File: src/logic/cowc_cfg.svh
`ifndef COWC_CFG_SVH
`define COWC_CFG_SVH

// Register byte offsets
`define COWC_OFF_MODE      8'h00
`define COWC_OFF_COMP_MODE 8'h04
`define COWC_OFF_VALUE_A   8'h08
`define COWC_OFF_VALUE_B   8'h0C
`define COWC_OFF_VALUE_C   8'h10
`define COWC_OFF_STATUS    8'h14

// Field layout
`define COWC_WGM_W         4
`define COWC_COM_W         2
`define COWC_VALUE_W       16
`define COWC_CHANNELS      3
`define COWC_STAT_EN_LSB   3

// Reset values
`define COWC_WGM_RESET     4'h0
`define COWC_COM_RESET     6'h00
`define COWC_VALUE_RESET   16'h0000

// Waveform mode numbers
`define COWC_WGM_NORMAL    4'h0
`define COWC_WGM_CTC_OCR   4'h4
`define COWC_WGM_CTC_ICR   4'hC
`define COWC_WGM_RSVD      4'hD
`define COWC_WGM_FAST_8    4'h5
`define COWC_WGM_FAST_9    4'h6
`define COWC_WGM_FAST_10   4'h7
`define COWC_WGM_FAST_ICR  4'hE
`define COWC_WGM_FAST_OCR  4'hF
`define COWC_WGM_PFC_LO    4'h8
`define COWC_WGM_PFC_HI    4'hB

// Compare output mode codes
`define COWC_COM_OFF       2'h0
`define COWC_COM_TOGGLE    2'h1
`define COWC_COM_CLEAR     2'h2
`define COWC_COM_SET       2'h3

`endif

File: src/logic/cowc_pkg.sv
package cowc_pkg;

   // Waveform mode groups that decide compare output meaning
   typedef enum logic [1:0] {
      grp_non_pwm,
      grp_fast_pwm,
      grp_phase_pwm,
      grp_reserved
   } cowc_group_e;

   typedef logic [1:0]  cowc_com_t;
   typedef logic [15:0] cowc_value_t;

endpackage

File: src/logic/cowc_top.sv
`timescale 1ns/10ps
`default_nettype none
`include "cowc_cfg.svh"

module cowc_top (
   // Clock and reset
   input  wire logic        pclk,
   input  wire logic        presetn,
   // APB slave
   input  wire logic        psel,
   input  wire logic        penable,
   input  wire logic        pwrite,
   input  wire logic [7:0]  paddr,
   input  wire logic [31:0] pwdata,
   output logic [31:0]      prdata,
   output logic             pready,
   output logic             pslverr,
   // Counter block, same clock
   input  wire logic [15:0] counter_value,
   input  wire logic        counter_at_top,
   input  wire logic        counter_down,
   // Compare pins
   output logic             compare_pin_a,
   output logic             compare_pin_a_en,
   output logic             compare_pin_b,
   output logic             compare_pin_b_en,
   output logic             compare_pin_c,
   output logic             compare_pin_c_en
);

   localparam int NCH = `COWC_CHANNELS;

   // Register index decode, shared by read and write paths
   typedef enum logic [2:0] {
      cowc_reg_mode,
      cowc_reg_comp,
      cowc_reg_val_a,
      cowc_reg_val_b,
      cowc_reg_val_c,
      cowc_reg_stat,
      cowc_reg_none
   } cowc_reg_e;

   function automatic cowc_reg_e reg_of(input logic [7:0] a);
      case (a)
         `COWC_OFF_MODE:      reg_of = cowc_reg_mode;
         `COWC_OFF_COMP_MODE: reg_of = cowc_reg_comp;
         `COWC_OFF_VALUE_A:   reg_of = cowc_reg_val_a;
         `COWC_OFF_VALUE_B:   reg_of = cowc_reg_val_b;
         `COWC_OFF_VALUE_C:   reg_of = cowc_reg_val_c;
         `COWC_OFF_STATUS:    reg_of = cowc_reg_stat;
         default:             reg_of = cowc_reg_none;
      endcase
   endfunction

   // Waveform mode to group
   function automatic cowc_pkg::cowc_group_e group_of(input logic [3:0] w);
      case (w)
         `COWC_WGM_NORMAL,
         `COWC_WGM_CTC_OCR,
         `COWC_WGM_CTC_ICR:  group_of = cowc_pkg::grp_non_pwm;
         `COWC_WGM_FAST_8,
         `COWC_WGM_FAST_9,
         `COWC_WGM_FAST_10,
         `COWC_WGM_FAST_ICR,
         `COWC_WGM_FAST_OCR: group_of = cowc_pkg::grp_fast_pwm;
         `COWC_WGM_RSVD:     group_of = cowc_pkg::grp_reserved;
         default:            group_of = cowc_pkg::grp_phase_pwm;
      endcase
   endfunction

   // Software state
   logic [3:0]                waveform_mode_select_q;
   logic [3:0]                waveform_mode_select_d;
   logic [5:0]                compare_output_mode_q;
   logic [5:0]                compare_output_mode_d;
   cowc_pkg::cowc_value_t     compare_value_q [NCH];
   cowc_pkg::cowc_value_t     compare_value_d [NCH];

   // Bus answer state
   logic [31:0]               prdata_q;
   logic [31:0]               prdata_d;
   logic                      pready_q;
   logic                      pready_d;
   logic                      pslverr_q;
   logic                      pslverr_d;

   // Derived signals
   cowc_reg_e                 sel_reg;
   logic                      wr_take;
   cowc_pkg::cowc_group_e     group;
   logic [NCH-1:0]            match;
   logic [NCH-1:0]            toggle_ok;
   logic [NCH-1:0]            level;
   logic [NCH-1:0]            attached;

   assign sel_reg = reg_of(paddr);
   // Write lands only at the completing access edge
   assign wr_take = psel && penable && pready_q && pwrite && (sel_reg != cowc_reg_none);

   // Group decode steers every channel's interpretation
   assign group = group_of(waveform_mode_select_q);

   // Per-channel compare match and toggle permission
   always_comb begin
      for (int i = 0; i < NCH; i++) begin
         match[i] = (counter_value == compare_value_q[i]);
      end
      case (group)
         cowc_pkg::grp_non_pwm: toggle_ok = {NCH{1'b1}};
         cowc_pkg::grp_fast_pwm: begin
            // Only channel A may toggle, and only with TOP from a register
            toggle_ok = {2'b00, waveform_mode_select_q >= `COWC_WGM_FAST_ICR};
         end
         cowc_pkg::grp_phase_pwm: begin
            toggle_ok = {2'b00, waveform_mode_select_q >= `COWC_WGM_PFC_LO
                              && waveform_mode_select_q <= `COWC_WGM_PFC_HI};
         end
         default: toggle_ok = {NCH{1'b0}};
      endcase
   end

   // Register write next values
   always_comb begin
      waveform_mode_select_d = waveform_mode_select_q;
      compare_output_mode_d  = compare_output_mode_q;
      for (int i = 0; i < NCH; i++) begin
         compare_value_d[i] = compare_value_q[i];
      end
      if (wr_take) begin
         case (sel_reg)
            cowc_reg_mode:  waveform_mode_select_d = pwdata[3:0];
            cowc_reg_comp:  compare_output_mode_d  = pwdata[5:0];
            cowc_reg_val_a: compare_value_d[0]     = pwdata[15:0];
            cowc_reg_val_b: compare_value_d[1]     = pwdata[15:0];
            cowc_reg_val_c: compare_value_d[2]     = pwdata[15:0];
            default:        waveform_mode_select_d = waveform_mode_select_q;
         endcase
      end
   end

   // Register write storage
   always_ff @(posedge pclk or negedge presetn) begin
      if (!presetn) begin
         waveform_mode_select_q <= `COWC_WGM_RESET;
         compare_output_mode_q  <= `COWC_COM_RESET;
         for (int i = 0; i < NCH; i++) begin
            compare_value_q[i] <= `COWC_VALUE_RESET;
         end
      end else begin
         waveform_mode_select_q <= waveform_mode_select_d;
         compare_output_mode_q  <= compare_output_mode_d;
         for (int i = 0; i < NCH; i++) begin
            compare_value_q[i] <= compare_value_d[i];
         end
      end
   end

   // Bus answer: no wait state; pready and read data come from flops loaded in the setup cycle
   always_comb begin
      pready_d  = psel && !penable;
      prdata_d  = prdata_q;
      pslverr_d = 1'b0;
      if (psel && !penable) begin
         prdata_d = 32'h0000_0000;
         case (sel_reg)
            cowc_reg_mode:  prdata_d[3:0]  = waveform_mode_select_q;
            cowc_reg_comp:  prdata_d[5:0]  = compare_output_mode_q;
            cowc_reg_val_a: prdata_d[15:0] = compare_value_q[0];
            cowc_reg_val_b: prdata_d[15:0] = compare_value_q[1];
            cowc_reg_val_c: prdata_d[15:0] = compare_value_q[2];
            cowc_reg_stat: begin
               prdata_d[2:0] = level;
               prdata_d[5:3] = attached;
            end
            default:        pslverr_d = 1'b1;
         endcase
      end
   end

   // Bus answer registers
   always_ff @(posedge pclk or negedge presetn) begin
      if (!presetn) begin
         prdata_q  <= 32'h0000_0000;
         pready_q  <= 1'b0;
         pslverr_q <= 1'b0;
      end else begin
         prdata_q  <= prdata_d;
         pready_q  <= pready_d;
         pslverr_q <= pslverr_d;
      end
   end

   assign prdata  = prdata_q;
   assign pready  = pready_q;
   assign pslverr = pslverr_q;

   // One action unit per channel
   for (genvar g = 0; g < NCH; g++) begin : g_ch
      cowc_channel u_ch (
         .pclk                (pclk),
         .presetn             (presetn),
         .group               (group),
         .compare_output_mode (compare_output_mode_q[2*g +: 2]),
         .toggle_ok           (toggle_ok[g]),
         .match               (match[g]),
         .at_top              (counter_at_top),
         .count_down          (counter_down),
         .level               (level[g]),
         .attached            (attached[g])
      );
   end

   // Pins: level from flops, enable while the channel owns the pin
   assign compare_pin_a    = level[0];
   assign compare_pin_b    = level[1];
   assign compare_pin_c    = level[2];
   assign compare_pin_a_en = attached[0];
   assign compare_pin_b_en = attached[1];
   assign compare_pin_c_en = attached[2];

   match_set_a:
   assert property (@(posedge pclk) disable iff (!presetn)
      group == cowc_pkg::grp_non_pwm && compare_output_mode_q[1:0] == `COWC_COM_SET
      && counter_value == compare_value_q[0] |=> compare_pin_a)
      else $error("match on channel A did not set pin");

   nonpwm_toggle_a:
   assert property (@(posedge pclk) disable iff (!presetn)
      group == cowc_pkg::grp_non_pwm && compare_output_mode_q[1:0] == `COWC_COM_TOGGLE
      && match[0] |=> compare_pin_a != $past(compare_pin_a))
      else $error("non-PWM toggle on A missing");

   fast_b_detach_a:
   assert property (@(posedge pclk) disable iff (!presetn)
      group == cowc_pkg::grp_fast_pwm && compare_output_mode_q[3:2] == `COWC_COM_TOGGLE
      |-> !compare_pin_b_en)
      else $error("fast PWM toggle code attached channel B");

   phase_a_toggle_a:
   assert property (@(posedge pclk) disable iff (!presetn)
      group == cowc_pkg::grp_phase_pwm && compare_output_mode_q[1:0] == `COWC_COM_TOGGLE
      |-> compare_pin_a_en == (waveform_mode_select_q <= `COWC_WGM_PFC_HI
                               && waveform_mode_select_q >= `COWC_WGM_PFC_LO))
      else $error("phase PWM toggle gating on A wrong");

   fast_pwm_cycle_a:
   assert property (@(posedge pclk) disable iff (!presetn)
      group == cowc_pkg::grp_fast_pwm && compare_output_mode_q[1:0] == `COWC_COM_CLEAR
      && match[0] && !counter_at_top ##1 $stable(compare_output_mode_q) && $stable(waveform_mode_select_q)
      && counter_at_top
      |-> !compare_pin_a ##1 compare_pin_a)
      else $error("fast PWM clear then set on A wrong");

   fast_inv_a:
   assert property (@(posedge pclk) disable iff (!presetn)
      group == cowc_pkg::grp_fast_pwm && compare_output_mode_q[5:4] == `COWC_COM_SET
      && match[2] && !counter_at_top |=> compare_pin_c)
      else $error("fast PWM set on match on C wrong");

   bus_answer_a:
   assert property (@(posedge pclk) disable iff (!presetn)
      psel && !penable |=> pready && (pslverr == ($past(sel_reg) == cowc_reg_none)))
      else $error("APB answer timing or error wrong");

   reserved_detach_a:
   assert property (@(posedge pclk) disable iff (!presetn)
      group == cowc_pkg::grp_reserved
      |-> !compare_pin_a_en && !compare_pin_b_en && !compare_pin_c_en)
      else $error("reserved mode left a pin attached");

   fast_a_toggle_a:
   assert property (@(posedge pclk) disable iff (!presetn)
      group == cowc_pkg::grp_fast_pwm && compare_output_mode_q[1:0] == `COWC_COM_TOGGLE
      && match[0] && waveform_mode_select_q >= `COWC_WGM_FAST_ICR
      |=> compare_pin_a != $past(compare_pin_a))
      else $error("fast PWM toggle on A missing");

   phase_c_detach_a:
   assert property (@(posedge pclk) disable iff (!presetn)
      group == cowc_pkg::grp_phase_pwm && compare_output_mode_q[5:4] == `COWC_COM_TOGGLE
      |-> !compare_pin_c_en)
      else $error("phase PWM toggle code attached channel C");

   comp_write_a:
   assert property (@(posedge pclk) disable iff (!presetn)
      psel && penable && pready && pwrite && sel_reg == cowc_reg_comp
      |=> compare_output_mode_q == $past(pwdata[5:0]))
      else $error("mode code write did not land");

endmodule

`default_nettype wire

File: src/logic/cowc_channel.sv
`timescale 1ns/10ps
`default_nettype none
`include "cowc_cfg.svh"

module cowc_channel (
   // Clock and reset
   input  wire logic                 pclk,
   input  wire logic                 presetn,
   // Mode selection
   input  wire cowc_pkg::cowc_group_e group,
   input  wire cowc_pkg::cowc_com_t  compare_output_mode,
   input  wire logic                 toggle_ok,
   // Counter events
   input  wire logic                 match,
   input  wire logic                 at_top,
   input  wire logic                 count_down,
   // Pin side
   output logic                      level,
   output logic                      attached
);

   logic level_q;
   logic level_d;

   // Pin taken from the port only for a live mode code
   always_comb begin
      attached = (compare_output_mode != `COWC_COM_OFF)
              && !(compare_output_mode == `COWC_COM_TOGGLE && !toggle_ok)
              && (group != cowc_pkg::grp_reserved);
   end

   // Next output level per mode group
   always_comb begin
      level_d = level_q;
      case (group)
         cowc_pkg::grp_non_pwm: begin
            if (match) begin
               case (compare_output_mode)
                  `COWC_COM_TOGGLE: level_d = ~level_q;
                  `COWC_COM_CLEAR:  level_d = 1'b0;
                  `COWC_COM_SET:    level_d = 1'b1;
                  default:          level_d = level_q;
               endcase
            end
         end
         cowc_pkg::grp_fast_pwm: begin
            // TOP action first: a match at TOP is dropped in PWM codes
            if (compare_output_mode[1] && at_top) begin
               level_d = ~compare_output_mode[0];
            end else if (match) begin
               if (compare_output_mode == `COWC_COM_TOGGLE) begin
                  level_d = toggle_ok ? ~level_q : level_q;
               end else if (compare_output_mode[1]) begin
                  level_d = compare_output_mode[0];
               end
            end
         end
         cowc_pkg::grp_phase_pwm: begin
            if (match) begin
               if (compare_output_mode == `COWC_COM_TOGGLE) begin
                  level_d = toggle_ok ? ~level_q : level_q;
               end else if (compare_output_mode[1]) begin
                  // Direction picks set or clear
                  level_d = count_down ^ compare_output_mode[0];
               end
            end
         end
         default: level_d = level_q;
      endcase
   end

   // Output level register; held while detached so reattach is glitch free
   always_ff @(posedge pclk or negedge presetn) begin
      if (!presetn) begin
         level_q <= 1'b0;
      end else begin
         level_q <= level_d;
      end
   end

   assign level = level_q;

   detach_zero_a:
   assert property (@(posedge pclk) disable iff (!presetn)
      compare_output_mode == `COWC_COM_OFF |-> !attached)
      else $error("detached code still drives pin");

   nonpwm_clear_a:
   assert property (@(posedge pclk) disable iff (!presetn)
      group == cowc_pkg::grp_non_pwm && compare_output_mode == `COWC_COM_CLEAR && match |=> !level_q)
      else $error("non-PWM clear on match failed");

   nonpwm_set_a:
   assert property (@(posedge pclk) disable iff (!presetn)
      group == cowc_pkg::grp_non_pwm && compare_output_mode == `COWC_COM_SET && match |=> level_q)
      else $error("non-PWM set on match failed");

   fast_top_a:
   assert property (@(posedge pclk) disable iff (!presetn)
      group == cowc_pkg::grp_fast_pwm && compare_output_mode[1] && at_top
      |=> level_q == ~$past(compare_output_mode[0]))
      else $error("fast PWM TOP action wrong");

   phase_dir_a:
   assert property (@(posedge pclk) disable iff (!presetn)
      group == cowc_pkg::grp_phase_pwm && compare_output_mode == `COWC_COM_CLEAR && match
      |=> level_q == $past(count_down))
      else $error("phase PWM clear/set by direction wrong");

   phase_inv_a:
   assert property (@(posedge pclk) disable iff (!presetn)
      group == cowc_pkg::grp_phase_pwm && compare_output_mode == `COWC_COM_SET && match
      |=> level_q == !$past(count_down))
      else $error("phase PWM inverting action wrong");

endmodule

`default_nettype wire

File: config.mk
export PLATFORM = sky130hd
export DESIGN_NAME = cowc_top
export DESIGN_NICKNAME = d
export VERILOG_FILES = /design/src/logic/cowc_pkg.sv /design/src/logic/cowc_top.sv /design/src/logic/cowc_channel.sv
export VERILOG_INCLUDE_DIRS = /design/src /design/src/logic
export SDC_FILE = /design/constraint.sdc
export NUM_CORES = 1
export LEC_CHECK = 0
export BUFFER_PORTS_ARGS = -buffer_cell sky130_fd_sc_hd__buf_2
export CORE_MARGIN = 2
export CORE_UTILIZATION = 48
export DETAILED_ROUTE_END_ITERATION = 10
export GPL_TIMING_DRIVEN = 0
export HOLD_SLACK_MARGIN = 0.15
export PLACE_DENSITY = 0.74
export REMOVE_ABC_BUFFERS = 1
export SLEW_MARGIN = 20
export SYNTH_ARGS = -nofsm -noshare
export SYNTH_HDL_FRONTEND = slang
export SYNTH_SLANG_ARGS = --single-unit
File: constraint.sdc
create_clock -name pclk -period 2.5 [get_ports pclk]
set_input_delay 0.625 -clock pclk [delete_from_list [all_inputs] [get_ports pclk]]
set_output_delay 0.625 -clock pclk [all_outputs]
set_load 0.02 [all_outputs]
# --- After elaboration in Yosys (flattened, before gate mapping) ---
# Memory sizes are Yosys's and may differ from the RTL's.
# Cells that the tools add are included.
word_totals:
  out_inout_bits: 40
  register_bits: 79
  memories: 1
  rom_bits: 32
  inputBits: 63
classes:
  mux: 40
  reduce_logical: 41
  n_lt_le_gt_ge: 3
  bitwise_logic: 9
  eq_ne: 44
memory_table:
  columns: ["name", "depth", "word_bits", "rd", "rd_clocked_by_memory_dff", "write_ports", "line_no", "text"]
  rows:
  - ["(name not given)", 16, 2, 1, 0, 0, "cowc_top.sv:58", "case (w)"]
ops:
  columns: ["op", "count"]
  rows:
  - ["$eq A16 B16 Y1", 3]
  - ["$pmux W10 S3", 1]
  - ["$mux W1", 29]
  - ["$pmux W4 S6", 1]
  - ["$reduce_and A7 Y1", 3]
  - ["$logic_and A1 B1 Y1", 18]
  - ["$pmux W1 S3", 6]
  - ["$pmux W3 S6", 1]
  - ["$eq A8 B4 Y1 const B", 2]
  - ["$eq A8 B5 Y1 const B", 2]
  - ["$eq A2 B2 Y1 const B", 7]
  - ["$ne A2 B1 Y1 const B", 6]
  - ["$ne A4 B2 Y1 const B", 3]
  - ["$pmux W2 S5", 1]
  - ["$reduce_and A2 Y1", 5]
  - ["$ne A3 B1 Y1 const B", 3]
  - ["$ne A3 B2 Y1 const B", 3]
  - ["$pmux W3 S3", 1]
  - ["$eq A2 B1 Y1 const B", 4]
  - ["$eq A8 B3 Y1 const B", 1]
  - ["$ge A4 B4 Y1 const B", 2]
  - ["$logic_not A8 Y1", 1]
  - ["$ne A4 B1 Y1 const B", 2]
  - ["$logic_not A1 Y1", 7]
  - ["14 further kinds", 25]

# --- Longest topological paths before layout ---
depth:
  word_depth: 9
  depth_mapped: 13

# --- Cells and area by module ---
# A second synthesis with hierarchy kept.
unflattened:
  cells_unflattened: 477
  area_unflattened_um2: 5177.5
modules_own_cells:
  columns: ["mod", "n_inst", "cells_each", "area_each_um2"]
  rows:
  - ["cowc_top", 1, 366, 4246.6]
  - ["cowc_channel", 3, 37, 310.3]

# --- Least setup slack after synthesis ---
# OpenSTA, ideal clock, no wires.
synth_timing:
  path_kind: "input port to flip-flop"
  start: "in paddr[5]"
  end: "reg compare_value_q[26] (netlist bit)"
  setup_slack_ns: -0.555
  t_required_ns: 2.375
  path_buffers: 3
  arrival_time_ns: 2.930
  path_stages: 12
  path_cell_list: "or3_1 > nor3_1 > nand2_1 > ha_1 > clkbuf_1 > inv_1 > nand4_1 > nor2_1 > and2_1 > buf_2 > buf_6 > mux2_2"
synth_between:
  elab_chain_cells: 5
  word_cells_on_any_way: 11
  cone_classes: "eq/ne (7); mux (1); reduce/logical (3)"
synth_lines:
  columns: ["item", "line_no", "text"]
  rows:
  - ["start, declared", "cowc_top.sv:13", "input wire logic [7:0] paddr,"]
  - ["$eq A8 B5 Y1, or another cell as far along", "cowc_top.sv:45", "case (a)"]
  - ["$pmux W3 S6 *", "cowc_top.sv:45", null]
  - ["$ne A3 B3 Y1", "cowc_top.sv:99", "assign wr_take = psel && penable && pready_q && pwrite && (sel_reg != cowc_reg_none);"]
  - ["$logic_and A1 B1 Y1", "cowc_top.sv:99", null]
  - ["$reduce_and A2 Y1 (no source line) *", null, null]
  - ["end signal, assigned by index", "cowc_top.sv:148", "compare_value_q[i] <= `COWC_VALUE_RESET;"]
  - ["end signal, assigned by index", "cowc_top.sv:154", "compare_value_q[i] <= compare_value_d[i];"]
  - ["end, declared", "cowc_top.sv:77", "cowc_pkg::cowc_value_t compare_value_q [NCH];"]
# Mark *: on every way between the ends. The rest lies on a longest branch, timed or not.
# A chain may end at the register's enable or synchronous reset.

# --- Worst setup path in the final report ---
layout_timing:
  start: "reg waveform_mode_select_q[3]"
  end: "out compare_pin_a_en"
layout_between:
  elab_chain_cells: 8
  word_cells_on_any_way: 15
  cone_classes: "order compare (3); eq/ne (3); mux (1); reduce/logical (7); memory (1)"
layout_lines:
  columns: ["item", "line_no", "text"]
  rows:
  - ["start, declared", "cowc_top.sv:73", "logic [3:0] waveform_mode_select_q;"]
  - ["start signal, assigned", "cowc_top.sv:145", "waveform_mode_select_q <= `COWC_WGM_RESET;"]
  - ["start signal, assigned", "cowc_top.sv:151", "waveform_mode_select_q <= waveform_mode_select_d;"]
  - ["$mem_v2 Z16 W2, or another cell as far along", null, null]
  - ["$eq A2 B2 Y1, or another cell as far along", "cowc_top.sv:109", "case (group)"]
  - ["$pmux W3 S3", "cowc_top.sv:109", null]
  - ["$logic_not A1 Y1", "cowc_channel.sv:28", "&& !(compare_output_mode == `COWC_COM_TOGGLE && !toggle_ok)"]
  - ["$logic_and A1 B1 Y1", "cowc_channel.sv:28", null]
  - ["$logic_not A1 Y1", "cowc_channel.sv:28", null]
  - ["$logic_and A1 B1 Y1", "cowc_channel.sv:27", "attached = (compare_output_mode != `COWC_COM_OFF)"]
  - ["$logic_and A1 B1 Y1 *", "cowc_channel.sv:27", null]
  - ["end, declared", "cowc_top.sv:24", "output logic compare_pin_a_en,"]
# Marks and branches as above.

==> impl_metrics.py <==
metrics = {
    "yosys": {
        "ys_seq_area_share_pct": 39.74,
        "yosysWarnings": 0,
        "yosys_register_bits": 79,
        "synth_top_area_share_pct": 39.74,
        "synth_top_cell_by_area": "dfrtp_1",
        "ys.flop_type": "dfrtp_1",
        "syn_inst": 466,
        "async_reset_ff_share_pct": 100.0,
        "synth-edff-count": 0,
        "avgSynthCellArea_um2": 10.68,
        "synth_area_leaders": "dfrtp_1 40%, mux2_2 7.9%, mux2_4 6.0%",
        "synthDistinctLibCells": 60,
        "synthesis.area_um2": 4975,
    },
    "hold_path": {
        "hp-class": "in2async",
    },
    "drt": {
        "dr.pass1.iters": 5,
        "dr.max_layer_used": "met4",
        "wl_met3_um": 990,
        "routed_wl_mm": 14.32,
        "wl_per_cell_um": 19.97,
        "dr_wl_met2_mm": 6.786,
        "viasPerCell": 5.808,
        "ant_nets": 0,
        "vias": 4164,
        "drc_errors": 0,
        "wl_met1_mm": 6.109,
        "drt_iter0_drc": 186,
    },
    "clocking": {
        "htreeDepth": 3,
        "clk_latency_ns": 0.38,
        "cts-root-buf": "clkbuf_8",
        "clkSinkCount": 79,
        "cts.path.max_buffers": 2,
        "clkSlewWorstSetupHoldPaths_ns": 0.09,
        "cts_inserted_buffers": 9,
        "cts_tree": "built",
    },
    "final_layout": {
        "diodes": 0,
        "multi_input_area_um2": 3067,
        "finish.instance_area_um2": 6311,
        "drive_above_1_share_pct": 41.48,
        "area_delta_synth_final_pct": 26.86,
        "ff_latch_area_um2": 1978,
        "fill_cells": 818,
        "nets": 655,
    },
    "pwr": {
        "p_sw_uw": 905.7,
        "vdd_drop_max_uv": 241.6,
        "clkPwrFrac_pct": 35.8,
        "p_seq_share_pct": 47.6,
        "cellPowerDensity_nw_per_um2": 457.7,
        "switching_share_pct": 31.35,
        "intPower_uw": 1983,
        "p_comb_share_pct": 16.6,
        "p_leak_uw": 0.003041,
    },
    "grt": {
        "grt_pass1_vias": 4082,
        "grt_usage_pct": 25.81,
        "grt_pass1_wl_mm": 22.16,
        "grt_max_degree": 57,
        "antenna_found_initial": 0,
        "grt_remaining_overflow": 0,
    },
    "die": {
        "io_pins": 103,
        "dieWidth_um": 105.8,
        "row_count": 37,
        "die_area_um2": 11190,
        "core_um2": 10180,
        "start_util_pct": 48.85,
        "die_y_um": 105.8,
    },
    "placed_design": {
        "dp_hpwl_mm": 9.210,
        "gp_congestion": 0.9088,
        "place_ws_ns": -1.613,
        "place_area_um2": 5379,
        "port-buffer-count": 70,
    },
    "timing": {
        "rsz0062_at_grt": "true",
        "fin_worst_skew_ns": 0.008895,
        "timing.final.crit_share_pct": 118.8,
        "finalHoldViolCount": 0,
        "fmax_ghz": 0.3366,
        "maxSlewHeadroom_pct": 31.48,
        "worst_pin_slew_ns": 1.028,
        "setup_ws_ns": -0.4706,
        "slew_viol_final": 0,
        "period_needed_ns": 2.971,
        "finalSetupViolations": 4,
    },
    "run": {
        "drv_cap": 0,
    },
    "worst_setup_path": {
        "crit_path_max_fanout": 3,
        "slowest_delay_ns": 0.41,
        "cpMaxStageDelayCell": "dfrtp_1",
        "critical_path_class": "reg2out",
        "cp.required_ns": 1.88,
        "setup.worst_path.start_class": "flop",
        "worstSetupEndpointType": "output pin",
        "worstPathCellList": "inv_1, o21ai_2, a21o_1, inv_2, ha_4, nor2_2, a311o_1, a211oi_2, buf_4",
        "crit_arrival_ns": 2.35,
    },
    "status": {
        "outcome": "finished, violations left",
        "failed_checks": "negative setup slack",
    },
}
[cell usage in the layout, fill, tap and decap left out, types with 11 or more instances in the layout]
master / netlist / layout
xnor2_1: 34 / 32
a221oi_1: 12 / 11
mux2_4: 20 / 28
dfrtp_1: 79 / 78
nor2_1: 34 / 31
buf_2: 5 / 65
conb_1: 1 / 16
o21ai_0: 15 / 12
mux2_2: 35 / 28
buf_4: 16 / 37
inv_1: 16 / 13
a21oi_1: 18 / 14
nand2_1: 26 / 25
xor2_1: 19 / 19
[critical path, delay by kind of cell (launching register included)]
family	cells	cell delay, ns
compound gates	4	0.94
fa+ha+maj	1	0.16
buf+inv	3	0.43
simple gates	1	0.04
flops	1	0.41
[sequential cells by signal, indices dropped and copies added, names as in the netlist]
| register | flops |
|---|---|
| compare_value_q | 48 |
| prdata | 16 |
| compare_output_mode_q | 6 |
| waveform_mode_select_q | 4 |
| g_ch.u_ch.level | 3 |
| pready | 1 |
| pslverr | 1 |
[cell type report]
type,count,share of cell area [%]
inverter,17,1.051
clock buffer,9,1.963
sequential,79,31.34
clock inverter,7,1.249
timing repair buffer,117,13.10
tap,136,2.696
multi-input combinational,352,48.59
[path summary, 6_finish.rpt]
check                      slack (ns)                             startpoint                                     to  cells after the start
max                             -0.47  waveform_mode_select_q[3]$_DFFE_PN0P_                       compare_pin_a_en                      9
min                              0.14                                presetn        compare_value_q[45]$_DFFE_PN0P_                      1
max reg2reg                     -0.24  waveform_mode_select_q[3]$_DFFE_PN0P_                  prdata[3]$_DFFE_PN0P_                     15
min reg2reg                      0.48                  prdata[4]$_DFFE_PN0P_                  prdata[4]$_DFFE_PN0P_                      2
max in group asynchronous        1.75                                presetn  waveform_mode_select_q[1]$_DFFE_PN0P_                      2
min in group pclk                0.48                  prdata[4]$_DFFE_PN0P_                  prdata[4]$_DFFE_PN0P_                      2
[stage by stage]
stage	hold WS [ns]	util (%)	cells	setup TNS (ns)	power [µW]
floorplan	0.3294	-	448	-31.39	1611
global placement	0.4649	52.41	654	-88.16	1791
detailed placement	0.4738	52.81	656	-79.20	1807
CTS	0.1585	59.86	708	-0.8363	2833
global route	0.1567	61.97	717	-2.018	2988
finish	0.1389	61.97	717	-1.216	2889
[timing repair]
action / 4_1_cts / 5_1_grt
gates resized for setup: 46 / 37
gates cloned: 1 / 0
setup endpoints to repair: 72 / 48
buffers inserted: 37 / 11
pin swaps: 13 / 19
hold buffers: 0 / 0
[power groups by stage]
stage / logic [µW] / clock network, µW / registers (µW)
after floorplan: 180 / 0 / 1430
after global placement: 400 / 0 / 1390
after detailed placement: 414 / 0 / 1390
after CTS: 443 / 1020 / 1370
after global routing: 518 / 1090 / 1380
final: 480 / 1030 / 1370
[Yosys cell counts, drive strengths merged (2+ instances only)]
| cell | n |
|---|---|
| o211ai | 2 |
| a32oi | 2 |
| o31ai | 2 |
| dfrtp | 79 |
| nand2 | 29 |
| nor2b | 5 |
| inv | 17 |
| a22oi | 4 |
| nand2b | 5 |
| buf | 24 |
| mux2 | 65 |
| a211oi | 7 |
| ha | 16 |
| and3 | 3 |
| nand4 | 11 |
| a21o | 2 |
| nor2 | 35 |
| a31oi | 2 |
| clkbuf | 9 |
| o21ai | 17 |
| xor2 | 19 |
| a221oi | 12 |
| a221o | 3 |
| or3 | 2 |
| and2 | 4 |
| mux2i | 3 |
| o221ai | 2 |
| o22ai | 4 |
| a21oi | 19 |
| xnor2 | 34 |
| nor3 | 4 |
| nor4 | 11 |
[metal layers]
metal	global-route usage (%)	up-vias
met3	5.504	42
met2	40.55	175
met4	8.929	0
met5	0	-
li1	-	1870
met1	35.44	2077
[cell families (layout without fill, tap and decap cells)]
| kind of cell | Yosys count | in the layout | share of synthesized area, % |
|---|---|---|---|
| AOI/OAI and AO/OA | 86 | 86 | 11.97 |
| xor gates and xnor gates | 53 | 53 | 9.331 |
| adders and majority gates | 16 | 16 | 4.024 |
| buffers and inverters | 50 | 150 | 5.583 |
| DFF | 79 | 79 | 39.74 |
| muxes | 68 | 68 | 16.83 |
| other | 1 | 16 | 0.07538 |
| and+or+nand+nor | 113 | 113 | 12.45 |
Power figures use the tool's default switching activity.
